$ cat src/shared/dcs_defs.vh
// Register map, field positions, field codes and reset values of the dot clock and sync block
`ifndef DCS_DEFS_VH
`define DCS_DEFS_VH

// ----------------------------------------------------------------------------
// Register byte offsets
// ----------------------------------------------------------------------------
`define DCS_OFF_SYS_CTRL 8'h00
`define DCS_OFF_SIG_MODE 8'h04
`define DCS_OFF_EXT_FUNC 8'h08
`define DCS_OFF_EXT_SYNC 8'h0C
`define DCS_OFF_HDS 8'h10
`define DCS_OFF_HDE 8'h14
`define DCS_OFF_HSW 8'h18
`define DCS_OFF_HC 8'h1C
`define DCS_OFF_VDS 8'h20
`define DCS_OFF_VDE 8'h24
`define DCS_OFF_VSP 8'h28
`define DCS_OFF_VC 8'h2C
`define DCS_OFF_STATUS 8'h30

// ----------------------------------------------------------------------------
// Field positions
// ----------------------------------------------------------------------------
`define DCS_SYS_RUN_BIT 0
`define DCS_SYS_TV_BIT 1
`define DCS_SIG_VSEL_BIT 0
`define DCS_SIG_OSEL_BIT 1
`define DCS_SIG_DSEL_LSB 2
`define DCS_SIG_HSEL_BIT 4
`define DCS_SIG_DPOL_BIT 5
`define DCS_SIG_HPOL_BIT 6
`define DCS_SIG_VPOL_BIT 7
`define DCS_EXT_EXTENDED_DIVISOR_ENABLE_BIT 0
`define DCS_DIV_LSB 0
`define DCS_OUT_EN_BIT 8
`define DCS_SRC_BIT 12
`define DCS_STAT_ODD_BIT 16
`define DCS_STAT_DISPLAY_PERIOD_STROBE_BIT 17

// ----------------------------------------------------------------------------
// Field codes and reset values
// ----------------------------------------------------------------------------
`define DCS_DSEL_DISPLAY_PERIOD_STROBE 2'h0
`define DCS_DSEL_COMPOSITE_SYNC 2'h1
`define DCS_DSEL_DE 2'h2
`define DCS_DIV_STD_MAX 5'h0F
`define DCS_RST_SYS_CTRL 2'h0
`define DCS_RST_SIG_MODE 8'h20
`define DCS_RST_DIV 5'h00
`define DCS_RST_TIMING 12'h000

`endif

$ cat src/hdl/dcs_dot_sync.v
// Dot clock divider, sync timing generator and output pin routing
//
// The address map and strobed register access were chosen for this implementation.
`timescale 1ns/1ps
`include "dcs_defs.vh"

module dcs_dot_sync #(
  parameter TW = 12
) (
  input wire clk_in, // System clock, also the internal display clock
  input wire rstn_in, // Synchronous reset, active low
  input wire [7:0] addr_in, // Register byte address
  input wire [31:0] wdata_in, // Register write data
  input wire wr_in, // Write strobe
  input wire rd_in, // Read strobe
  output reg [31:0] rdata_out, // Read data, cycle after the read strobe
  input wire ext_dot_clock_in, // External dot clock source
  input wire ext_hsync_in, // External horizontal sync for TV sync mode
  input wire ext_vsync_in, // External vertical sync for TV sync mode
  output reg dot_clock_out, // Dot clock pin
  output reg hsync_out, // Horizontal sync pin
  output reg vsync_out, // Vertical sync pin
  output reg odd_field_out, // Odd field or clamp pin
  output reg display_period_strobe_out // Display period pin
);

  // --------------------------------------------------------------------------
  // Configuration registers
  // --------------------------------------------------------------------------
  reg [1:0] sys_ctrl_reg;
  reg [7:0] sig_mode_reg;
  reg extended_divisor_enable_reg;
  reg [4:0] dot_divisor_select_reg;
  reg dot_clock_out_ctl_reg;
  reg dot_source_select_reg;
  reg [TW-1:0] hdisp_start_reg;
  reg [TW-1:0] hdisp_end_reg;
  reg [TW-1:0] hsync_width_reg;
  reg [TW-1:0] hscan_period_reg;
  reg [TW-1:0] vdisp_start_reg;
  reg [TW-1:0] vdisp_end_reg;
  reg [TW-1:0] vsync_position_reg;
  reg [TW-1:0] vscan_period_reg;

  // --------------------------------------------------------------------------
  // Datapath state
  // --------------------------------------------------------------------------
  reg ext_clk_q_reg;
  reg ext_clk_prev_reg;
  reg ext_hs_prev_reg;
  reg ext_vs_prev_reg;
  reg [4:0] div_cnt_reg;
  reg [TW-1:0] hcnt_reg;
  reg [TW-1:0] vcnt_reg;
  reg odd_field_flag_reg;

  wire run = sys_ctrl_reg[`DCS_SYS_RUN_BIT];
  wire tv_mode = sys_ctrl_reg[`DCS_SYS_TV_BIT];

  function [TW-1:0] fld;
    input [31:0] w;
    begin
      fld = w[TW-1:0];
    end
  endfunction

  function apply_pol;
    input active;
    input high_pol;
    begin
      apply_pol = high_pol ? active : ~active;
    end
  endfunction

  // --------------------------------------------------------------------------
  // Register writes
  // --------------------------------------------------------------------------
  wire [4:0] wr_div = wdata_in[`DCS_DIV_LSB+4:`DCS_DIV_LSB];

  always @(posedge clk_in) begin
    if (!rstn_in) begin
      sys_ctrl_reg <= `DCS_RST_SYS_CTRL;
      sig_mode_reg <= `DCS_RST_SIG_MODE;
      extended_divisor_enable_reg <= 1'b0;
      dot_divisor_select_reg <= `DCS_RST_DIV;
      dot_clock_out_ctl_reg <= 1'b0;
      dot_source_select_reg <= 1'b0;
      hdisp_start_reg <= `DCS_RST_TIMING;
      hdisp_end_reg <= `DCS_RST_TIMING;
      hsync_width_reg <= `DCS_RST_TIMING;
      hscan_period_reg <= `DCS_RST_TIMING;
      vdisp_start_reg <= `DCS_RST_TIMING;
      vdisp_end_reg <= `DCS_RST_TIMING;
      vsync_position_reg <= `DCS_RST_TIMING;
      vscan_period_reg <= `DCS_RST_TIMING;
    end else if (wr_in) begin
      if (addr_in == `DCS_OFF_SYS_CTRL) begin
        sys_ctrl_reg <= wdata_in[1:0];
      end else if (addr_in == `DCS_OFF_SIG_MODE) begin
        sig_mode_reg <= wdata_in[7:0];
      end else if (addr_in == `DCS_OFF_EXT_FUNC) begin
        extended_divisor_enable_reg <= wdata_in[`DCS_EXT_EXTENDED_DIVISOR_ENABLE_BIT];
      end else if (addr_in == `DCS_OFF_EXT_SYNC) begin
        // Large divisor refused unless extended enable is already set
        if (extended_divisor_enable_reg || wr_div <= `DCS_DIV_STD_MAX) begin
          dot_divisor_select_reg <= wr_div;
        end
        dot_clock_out_ctl_reg <= wdata_in[`DCS_OUT_EN_BIT];
        dot_source_select_reg <= wdata_in[`DCS_SRC_BIT];
      end else if (addr_in == `DCS_OFF_HDS) begin
        hdisp_start_reg <= fld(wdata_in);
      end else if (addr_in == `DCS_OFF_HDE) begin
        hdisp_end_reg <= fld(wdata_in);
      end else if (addr_in == `DCS_OFF_HSW) begin
        hsync_width_reg <= fld(wdata_in);
      end else if (addr_in == `DCS_OFF_HC) begin
        hscan_period_reg <= fld(wdata_in);
      end else if (addr_in == `DCS_OFF_VDS) begin
        vdisp_start_reg <= fld(wdata_in);
      end else if (addr_in == `DCS_OFF_VDE) begin
        vdisp_end_reg <= fld(wdata_in);
      end else if (addr_in == `DCS_OFF_VSP) begin
        vsync_position_reg <= fld(wdata_in);
      end else if (addr_in == `DCS_OFF_VC) begin
        vscan_period_reg <= fld(wdata_in);
      end
    end
  end

  // --------------------------------------------------------------------------
  // Source selection and divider
  // --------------------------------------------------------------------------
  always @(posedge clk_in) begin
    if (!rstn_in) begin
      ext_clk_q_reg <= 1'b0;
      ext_clk_prev_reg <= 1'b0;
      ext_hs_prev_reg <= 1'b0;
      ext_vs_prev_reg <= 1'b0;
    end else begin
      ext_clk_q_reg <= ext_dot_clock_in;
      ext_clk_prev_reg <= ext_clk_q_reg;
      ext_hs_prev_reg <= ext_hsync_in;
      ext_vs_prev_reg <= ext_vsync_in;
    end
  end

  // Internal source ticks every clock; external one on each sampled rising edge
  wire src_tick = dot_source_select_reg ? 1'b1 : (ext_clk_q_reg & ~ext_clk_prev_reg);

  // Clearing extended enable later drops divisor bit 4 and uses bits 3:0 only, rather than stalling
  wire [4:0] div_max = extended_divisor_enable_reg ? dot_divisor_select_reg :
                       {1'b0, dot_divisor_select_reg[3:0]};
  wire [4:0] div_half = {1'b0, div_max[4:1]};
  wire dot_tick = src_tick && (div_cnt_reg == div_max);

  always @(posedge clk_in) begin
    if (!rstn_in) begin
      div_cnt_reg <= 5'h00;
    end else if (src_tick) begin
      if (div_cnt_reg >= div_max) begin
        div_cnt_reg <= 5'h00;
      end else begin
        div_cnt_reg <= div_cnt_reg + 5'h01;
      end
    end
  end

  // --------------------------------------------------------------------------
  // Dot and line counters
  // --------------------------------------------------------------------------
  wire ext_hs_edge = ext_hsync_in & ~ext_hs_prev_reg;
  wire ext_vs_edge = ext_vsync_in & ~ext_vs_prev_reg;
  wire line_end = (hcnt_reg >= hscan_period_reg);
  wire frame_end = line_end && (vcnt_reg >= vscan_period_reg);

  always @(posedge clk_in) begin
    if (!rstn_in || !run) begin
      hcnt_reg <= {TW{1'b0}};
      vcnt_reg <= {TW{1'b0}};
      odd_field_flag_reg <= 1'b0;
    end else if (tv_mode && ext_vs_edge) begin
      // TV sync: frame and line restart on the external edges
      hcnt_reg <= {TW{1'b0}};
      vcnt_reg <= {TW{1'b0}};
      odd_field_flag_reg <= ~odd_field_flag_reg;
    end else if (tv_mode && ext_hs_edge) begin
      hcnt_reg <= {TW{1'b0}};
      vcnt_reg <= vcnt_reg + {{(TW-1){1'b0}}, 1'b1};
    end else if (dot_tick) begin
      if (!line_end) begin
        hcnt_reg <= hcnt_reg + {{(TW-1){1'b0}}, 1'b1};
      end else begin
        hcnt_reg <= {TW{1'b0}};
        if (frame_end && !tv_mode) begin
          vcnt_reg <= {TW{1'b0}};
          odd_field_flag_reg <= ~odd_field_flag_reg;
        end else begin
          vcnt_reg <= vcnt_reg + {{(TW-1){1'b0}}, 1'b1};
        end
      end
    end
  end

  // --------------------------------------------------------------------------
  // Sync and strobe generation
  // --------------------------------------------------------------------------
  wire hs_act = run && (hcnt_reg <= hsync_width_reg);
  wire vs_act = run && (vcnt_reg >= vsync_position_reg);
  wire cs_act = hs_act | vs_act;
  wire h_area = (hcnt_reg >= hdisp_start_reg) && (hcnt_reg < hdisp_end_reg);
  wire v_area = (vcnt_reg >= vdisp_start_reg) && (vcnt_reg < vdisp_end_reg);
  // Strobe forced off when stopped so no pixel is shown out of the area
  wire display_period_strobe_act = run && h_area && v_area;
  wire clamp_act = run && (hcnt_reg > hsync_width_reg) && (hcnt_reg < hdisp_start_reg);

  wire [1:0] dsel = sig_mode_reg[`DCS_SIG_DSEL_LSB+1:`DCS_SIG_DSEL_LSB];
  wire dpol = sig_mode_reg[`DCS_SIG_DPOL_BIT];
  wire hpol = sig_mode_reg[`DCS_SIG_HPOL_BIT];
  wire vpol = sig_mode_reg[`DCS_SIG_VPOL_BIT];

  reg display_period_strobe_next;
  reg hsync_next;
  reg vsync_next;
  reg odd_next;
  reg dot_next;

  always @* begin
    if (dsel == `DCS_DSEL_COMPOSITE_SYNC) begin
      display_period_strobe_next = apply_pol(cs_act, hpol);
    end else if (dsel == `DCS_DSEL_DE) begin
      // Data enable is always active high for encoder inputs
      display_period_strobe_next = display_period_strobe_act;
    end else begin
      display_period_strobe_next = apply_pol(display_period_strobe_act, dpol);
    end
    if (sig_mode_reg[`DCS_SIG_HSEL_BIT]) begin
      hsync_next = apply_pol(cs_act, hpol);
    end else begin
      hsync_next = apply_pol(hs_act, hpol);
    end
    if (sig_mode_reg[`DCS_SIG_VSEL_BIT]) begin
      vsync_next = apply_pol(cs_act, vpol);
    end else begin
      vsync_next = apply_pol(vs_act, vpol);
    end
    if (sig_mode_reg[`DCS_SIG_OSEL_BIT]) begin
      odd_next = clamp_act;
    end else begin
      odd_next = odd_field_flag_reg;
    end
    // Divide by one on the internal clock cannot toggle from flops: held high
    if (!dot_clock_out_ctl_reg) begin
      dot_next = 1'b0;
    end else if (div_max == 5'h00 && !dot_source_select_reg) begin
      dot_next = ext_clk_q_reg;
    end else begin
      dot_next = (div_cnt_reg <= div_half);
    end
  end

  // --------------------------------------------------------------------------
  // Registered pins and read data
  // --------------------------------------------------------------------------
  always @(posedge clk_in) begin
    if (!rstn_in) begin
      dot_clock_out <= 1'b0;
      hsync_out <= 1'b1;
      vsync_out <= 1'b1;
      odd_field_out <= 1'b0;
      display_period_strobe_out <= 1'b0;
    end else begin
      dot_clock_out <= dot_next;
      hsync_out <= hsync_next;
      vsync_out <= vsync_next;
      odd_field_out <= odd_next;
      display_period_strobe_out <= display_period_strobe_next;
    end
  end

  always @(posedge clk_in) begin
    if (!rstn_in) begin
      rdata_out <= 32'h00000000;
    end else if (!rd_in) begin
      rdata_out <= 32'h00000000;
    end else if (addr_in == `DCS_OFF_SYS_CTRL) begin
      rdata_out <= {30'h00000000, sys_ctrl_reg};
    end else if (addr_in == `DCS_OFF_SIG_MODE) begin
      rdata_out <= {24'h000000, sig_mode_reg};
    end else if (addr_in == `DCS_OFF_EXT_FUNC) begin
      rdata_out <= {31'h00000000, extended_divisor_enable_reg};
    end else if (addr_in == `DCS_OFF_EXT_SYNC) begin
      rdata_out <= {19'h00000, dot_source_select_reg, 3'h0, dot_clock_out_ctl_reg,
                    3'h0, dot_divisor_select_reg};
    end else if (addr_in == `DCS_OFF_HDS) begin
      rdata_out <= {{(32-TW){1'b0}}, hdisp_start_reg};
    end else if (addr_in == `DCS_OFF_HDE) begin
      rdata_out <= {{(32-TW){1'b0}}, hdisp_end_reg};
    end else if (addr_in == `DCS_OFF_HSW) begin
      rdata_out <= {{(32-TW){1'b0}}, hsync_width_reg};
    end else if (addr_in == `DCS_OFF_HC) begin
      rdata_out <= {{(32-TW){1'b0}}, hscan_period_reg};
    end else if (addr_in == `DCS_OFF_VDS) begin
      rdata_out <= {{(32-TW){1'b0}}, vdisp_start_reg};
    end else if (addr_in == `DCS_OFF_VDE) begin
      rdata_out <= {{(32-TW){1'b0}}, vdisp_end_reg};
    end else if (addr_in == `DCS_OFF_VSP) begin
      rdata_out <= {{(32-TW){1'b0}}, vsync_position_reg};
    end else if (addr_in == `DCS_OFF_VC) begin
      rdata_out <= {{(32-TW){1'b0}}, vscan_period_reg};
    end else if (addr_in == `DCS_OFF_STATUS) begin
      rdata_out <= {14'h0000, display_period_strobe_act, odd_field_flag_reg, {(16-TW){1'b0}}, vcnt_reg};
    end else begin
      rdata_out <= 32'h00000000;
    end
  end

endmodule

$ cat config.mk
export PLATFORM = sky130hd
export DESIGN_NAME = dcs_dot_sync
export DESIGN_NICKNAME = d
export VERILOG_FILES = /design/src/hdl/dcs_dot_sync.v
export VERILOG_INCLUDE_DIRS = /design/src /design/src/shared
export SDC_FILE = /design/constraint.sdc
export NUM_CORES = 1
export LEC_CHECK = 0
export BUFFER_PORTS_ARGS = -buffer_cell sky130_fd_sc_hd__buf_2
export CAP_MARGIN = 20
export CORE_ASPECT_RATIO = 1.75
export CORE_MARGIN = 2
export CORE_UTILIZATION = 40
export CTS_CLUSTER_DIAMETER = 200
export DETAILED_ROUTE_END_ITERATION = 8
export SKIP_LAST_GASP = 1
export SLEW_MARGIN = 20
export SYNTH_ARGS = -nofsm -noshare
export SYNTH_HDL_FRONTEND = slang
export SYNTH_SLANG_ARGS = --single-unit
$ cat constraint.sdc
create_clock -name clk_in -period 2.2 [get_ports clk_in]
set_input_delay 0.22 -clock clk_in [delete_from_list [all_inputs] [get_ports clk_in]]
set_output_delay 0.22 -clock clk_in [all_outputs]
set_load 0.02 [all_outputs]
* Yosys cells after proc, flatten, opt, wreduce, memory -nomap -nowiden
Cells that the tools add are included.
Operators by class: $add $sub $neg 3, $lt $le $gt $ge 13, eq/ne operators 16, muxes and demuxes 37, bitwise gates (word level) 26, reductions and logical operators 50
Operators by type and width (number):
- two-way mux 13 bit | 9
- two-way mux 12 bit | 6
- greater-or-equal comparator 12 bit | 5
- equality test 8 x 6 -> 1 bit (second input constant) | 5
- < comparator 12 bit | 3
- equality test 8 x 5 -> 1 bit (second input constant) | 4
- adder 12 x 1 -> 12 bit (second input constant) | 2
- NOT 1 bit | 22
- two-way mux 1 bit | 17
- equality test 8 x 4 -> 1 bit (second input constant) | 2
- two-way mux 8 bit | 2
- OR reduction 15 bit | 1
- logical AND 1 bit | 14
- AND reduction 13 bit | 1
- > comparator 12 bit | 1
- <= comparator 12 bit | 1
- AND reduction 12 bit | 1
- AND reduction 6 bit | 2
- AND reduction 11 bit | 1
- two-way mux 5 bit | 2
- AND reduction 10 bit | 1
- nonzero test 2 bit | 5
- AND reduction 9 bit | 1
- equality test 8 x 3 -> 1 bit (second input constant) | 1
- other kinds (25) | 36
Storage, ports and cells: flip-flop bits (word level) 168, bits of input ports 47, output and inout port bits 37, word-level logic and storage cells 177

* Logic depth before layout (Yosys ltp)
word-level depth 14, depth in mapped cells 11, mapped depth without buffers 10

* Least setup slack after synthesis
Ideal clock, no wire load.
path type flip-flop to flip-flop, start point register extended_divisor_enable_reg, end point register vcnt_reg[6], setup time 0.123 ns, data arrival time 1.993 ns, required time 2.077 ns, setup slack 0.085 ns, stages on the path, launching flop included 11, buffers on the path 1, period minus slack after synthesis 2.115 ns, path through dfxtp_1 nand2_1 ha_1 nand2_1 nor3_2 o211ai_1 nand2_1 clkbuf_1 nand4_1 xor2_1 nor2_1
On the way: word-level cells in the longest chain between the ends 5
Ends and longest elaborated chain:
- start: declaration | RTL line dcs_dot_sync.v:32 | reg extended_divisor_enable_reg;
- start signal: assignment | RTL line dcs_dot_sync.v:102 | extended_divisor_enable_reg <= wdata_in[`DCS_EXT_EXTENDED_DIVISOR_ENABLE_BIT];
- two-way mux 5 bit | RTL line dcs_dot_sync.v:151 | wire [4:0] div_max = extended_divisor_enable_reg ? dot_divisor_select_reg :
- equality test 5 bit | RTL line dcs_dot_sync.v:154 | wire dot_tick = src_tick && (div_cnt_reg == div_max);
- logical AND 1 bit | RTL line dcs_dot_sync.v:154
- nonzero test 2 bit (no source line)
- AND reduction 2 bit (no source line)
- end signal: assignment | RTL line dcs_dot_sync.v:179 | vcnt_reg <= {TW{1'b0}};
- end signal: assignment | RTL line dcs_dot_sync.v:184 | vcnt_reg <= {TW{1'b0}};
- end signal: assignment | RTL line dcs_dot_sync.v:188 | vcnt_reg <= vcnt_reg + {{(TW-1){1'b0}}, 1'b1};
- end: declaration | RTL line dcs_dot_sync.v:54 | reg [TW-1:0] vcnt_reg;
Every way passes these cells. A chain may end at the register's enable or synchronous reset.

* Final worst setup path
start point register hsync_width_reg[7], end point register display_period_strobe_out
On the way: word-level cells in the longest chain between the ends 6
Ends and longest elaborated chain:
- start: declaration | RTL line dcs_dot_sync.v:38 | reg [TW-1:0] hsync_width_reg;
- start signal: assignment | RTL line dcs_dot_sync.v:90 | hsync_width_reg <= `DCS_RST_TIMING;
- start signal: assignment | RTL line dcs_dot_sync.v:115 | hsync_width_reg <= fld(wdata_in);
- <= comparator 12 bit (*) | RTL line dcs_dot_sync.v:207 | wire hs_act = run && (hcnt_reg <= hsync_width_reg);
- logical AND 1 bit (*) | RTL line dcs_dot_sync.v:207
- OR 1 bit (*) | RTL line dcs_dot_sync.v:209 | wire cs_act = hs_act | vs_act;
- NOT 1 bit | RTL line dcs_dot_sync.v:71 | apply_pol = high_pol ? active : ~active;
- two-way mux 1 bit (*) | RTL line dcs_dot_sync.v:71
- two-way mux 1 bit (*) | RTL line dcs_dot_sync.v:228 | if (dsel == `DCS_DSEL_COMPOSITE_SYNC) begin
- end signal: assignment | RTL line dcs_dot_sync.v:276 | display_period_strobe_out <= display_period_strobe_next;
- end: declaration | RTL line dcs_dot_sync.v:24 | output reg display_period_strobe_out
Every way passes the cells marked *; elsewhere a longest branch is shown, timed or not.

==> flow_summary.json <==
{
  "status": "complete, but fails checks",
  "violations": "negative setup slack",
  "p_switching_w": 0.00168,
  "vias": 9916,
  "cts_sinks": 168,
  "clock_latency_ps": 470,
  "yosys-top-cells-count": "168 x dfxtp_1, 156 x nand2_1, 106 x ha_1",
  "startpoint": "hsync_width_reg[7]",
  "p_leak_nw": 5.46,
  "synth_top_area_share_pct": 32.5,
  "crit_type": "reg2reg",
  "dr.pass1.iters": 6,
  "cts_made_buffers": 17,
  "syn_avg_cell_area_um2": 8.42,
  "cts_max_level": 4,
  "crit_path_start_kind": "register",
  "cp.required_ps": 2550,
  "async_flop_share_pct": 0,
  "end_kind": "register",
  "cts_buffer_depth": 2,
  "hold_ws_ps": 34.3,
  "die_w_um": 126,
  "layout.nets": 1623,
  "io_pins": 84,
  "synth_area_leader_cell": "dfxtp_1",
  "rsz0062_at_grt": "yes",
  "powerDensity_mw_per_mm2": 504,
  "comb_power_share_pct": 6.6,
  "ys_seq_area_share_pct": 32.5,
  "r2r-end": "display_period_strobe_out",
  "crit_end": "display_period_strobe_out",
  "power_w": 0.00687,
  "tritoncts": "done",
  "arrival_ps": 2660,
  "yosys_most_used_dff": "dfxtp_1",
  "routedWlPerCell_um": 20.5,
  "synth_edf_count": 0,
  "largest_register_ffs": 15,
  "r2r_slack_ps": -110,
  "drtIter0Drc": 591,
  "gp_congestion": 0.953,
  "final_cells": 1799,
  "maxCapViolCount": 0,
  "crit_fanout": 3,
  "drc": 0,
  "setup_slack_ps": -111,
  "p_sw_share_pct": 24.5,
  "io_buffers": 47,
  "synth_warnings": 0,
  "n_antenna_cell": 0,
  "syn_area_mm2": 0.0103,
  "max_freq_mhz": 433,
  "top_register": "rdata_out",
  "relSlewSlack_pct": 31.0,
  "p_int_w": 0.00519,
  "place_inst": 1756,
  "grt_pass1_wl_um": 56700,
  "hold_viol_final": 0,
  "die_h_um": 217,
  "wirelength_um": 36900,
  "rr_worst_depth": 10,
  "core_area_mm2": 0.0253,
  "drive_above_1_share_pct": 29.1,
  "p_seq_share_pct": 44.3,
  "track_usage_pct": 27.3,
  "period_share_pct": 105,
  "setup_viol": 3,
  "min_path_type": "in2reg",
  "grt_pass1_vias": 10300,
  "clkPwrFrac_pct": 49.1,
  "num_rows": 77,
  "viasPerCell": 5.51,
  "clock-root-buffer": "clkbuf_16",
  "ys_seq_elements": 168,
  "ant_nets": 0,
  "synth_cells": 1228,
  "grt_max_degree": 54,
  "period_minus_slack_ps": 2310,
  "yosysMostFrequentCell": "dfxtp_1",
  "worst_slew_pin_slew_ps": 1030,
  "cts.clk_slew.worst_paths_ps": 70,
  "grt_antenna_before_repair": 0,
  "vdd_drop_max_uv": 645,
  "initial_utilization_pct": 40.8,
  "syn_to_final_growth_pct": 31.8,
  "fin_skew_ps": 13.4,
  "r2r_start": "hsync_width_reg[7]",
  "die_area_mm2": 0.0272,
  "synth_area_leaders": "dfxtp_1 33%, ha_1 13%, mux2i_1 6.6%",
  "dp_hpwl_um": 28300,
  "slew_viol_final": 0,
  "ys_types": 68,
  "grt.overflow.total": 0
}
## worst min path at each step
stage	startpoint	end	slack, ps	depth (start not counted)
2_1_floorplan	ext_hsync_in	ext_hs_prev_reg	340	1
3_3_place_gp	ext_dot_clock_in	ext_clk_q_reg	430	2
3_5_place_dp	ext_dot_clock_in	ext_clk_q_reg	430	2
4_1_cts	wdata_in[12]	dot_source_select_reg	8	3
5_1_grt	wdata_in[12]	dot_source_select_reg	60	3
6_report	wdata_in[12]	dot_source_select_reg	30	3
## logic make-up (layout without fill, tap and decap cells)
logic type      Yosys count  in the layout  synth area share, %
xor+xnor                 29             29                 2.46
buf+inv                 176            415                 7.50
compound gates          255            255                 17.0
other cells               1             17               0.0363
flops                   168            168                 32.5
fa+ha+maj               106            106                 12.8
mux                      70             70                 6.80
simple gates            423            423                 20.8
## power groups by stage
stage,logic [W],clock network (W),registers [W]
6_report,0.000453,0.00337,0.00305
5_1_grt,0.000475,0.00352,0.00305
4_1_cts,0.000440,0.00340,0.00305
3_5_place_dp,0.000421,0,0.00312
3_3_place_gp,0.000420,0,0.00312
2_1_floorplan,0.000244,0,0.00312
## layout by cell type, fill, tap and decap left out, drive strengths merged, types with 5 or more instances in the layout
master,instances
a221oi,13
buf,278
nor3,13
inv,106
a211oi,13
a22oi,10
nand4,26
xnor2,8
nand2,157
a32o,5
conb,17
a21o,7
mux2i,68
a21boi,51
and2,9
nand3,32
a21oi,48
nor2b,74
nor2,67
o21ai,51
a31oi,5
xor2,21
clkbuf,19
o211ai,8
and3,14
nand2b,13
nor4,6
ha,106
dfxtp,168
## per-layer routing
| layer | up-vias | wire length, µm | global-route usage (%) |
|---|---|---|---|
| li1 | 4739 | - | - |
| met4 | 0 | 3420 | 22.4 |
| met1 | 4712 | 13400 | 27.5 |
| met2 | 309 | 18800 | 49.2 |
| met3 | 156 | 1290 | 3.92 |
| met5 | - | 0 | 0 |
## final cells by class
cell class | instances | area (µm²)
tap | 316 | 395
sequential | 168 | 3410
fill | 2375 | 11700
timing repair buffer | 281 | 2120
clock buffer | 19 | 453
multi-input combinational | 900 | 6680
clock inverter | 13 | 191
inverter | 102 | 383
## stage by stage
stage / utilization, % / TNS, ps / setup slack [ps] / cell area (µm²)
3_3_place_gp: 49.0 / -4860 / -349 / 12400
5_1_grt: 53.8 / -884 / -169 / 13600
3_5_place_dp: 49.0 / -5800 / -381 / 12400
4_1_cts: 53.2 / -14.4 / -14.4 / 13500
6_report: 53.8 / -128 / -111 / 13600
2_1_floorplan: - / 0 / 84.9 / 10400
## worst max-delay path: stages, from the launching register on
cell and delay, ps:
dfxtp_2 330, inv_1 50, ha_1 300, nand4_1 150, nor2_1 70, o311ai_1 340
a31o_2 310, o21ai_4 90, xnor2_1 190, o32ai_2 120, o31a_1 240
## timing repair
action,4_1_cts,5_1_grt
pin swaps,41,37
setup buffers,6,2
hold buffers,3,0
gates resized for setup,83,38
endpoints found under the setup margin,28,34
cloned,1,0
endpoints found under the hold margin,3,0
Power figures use the tool's default switching activity.
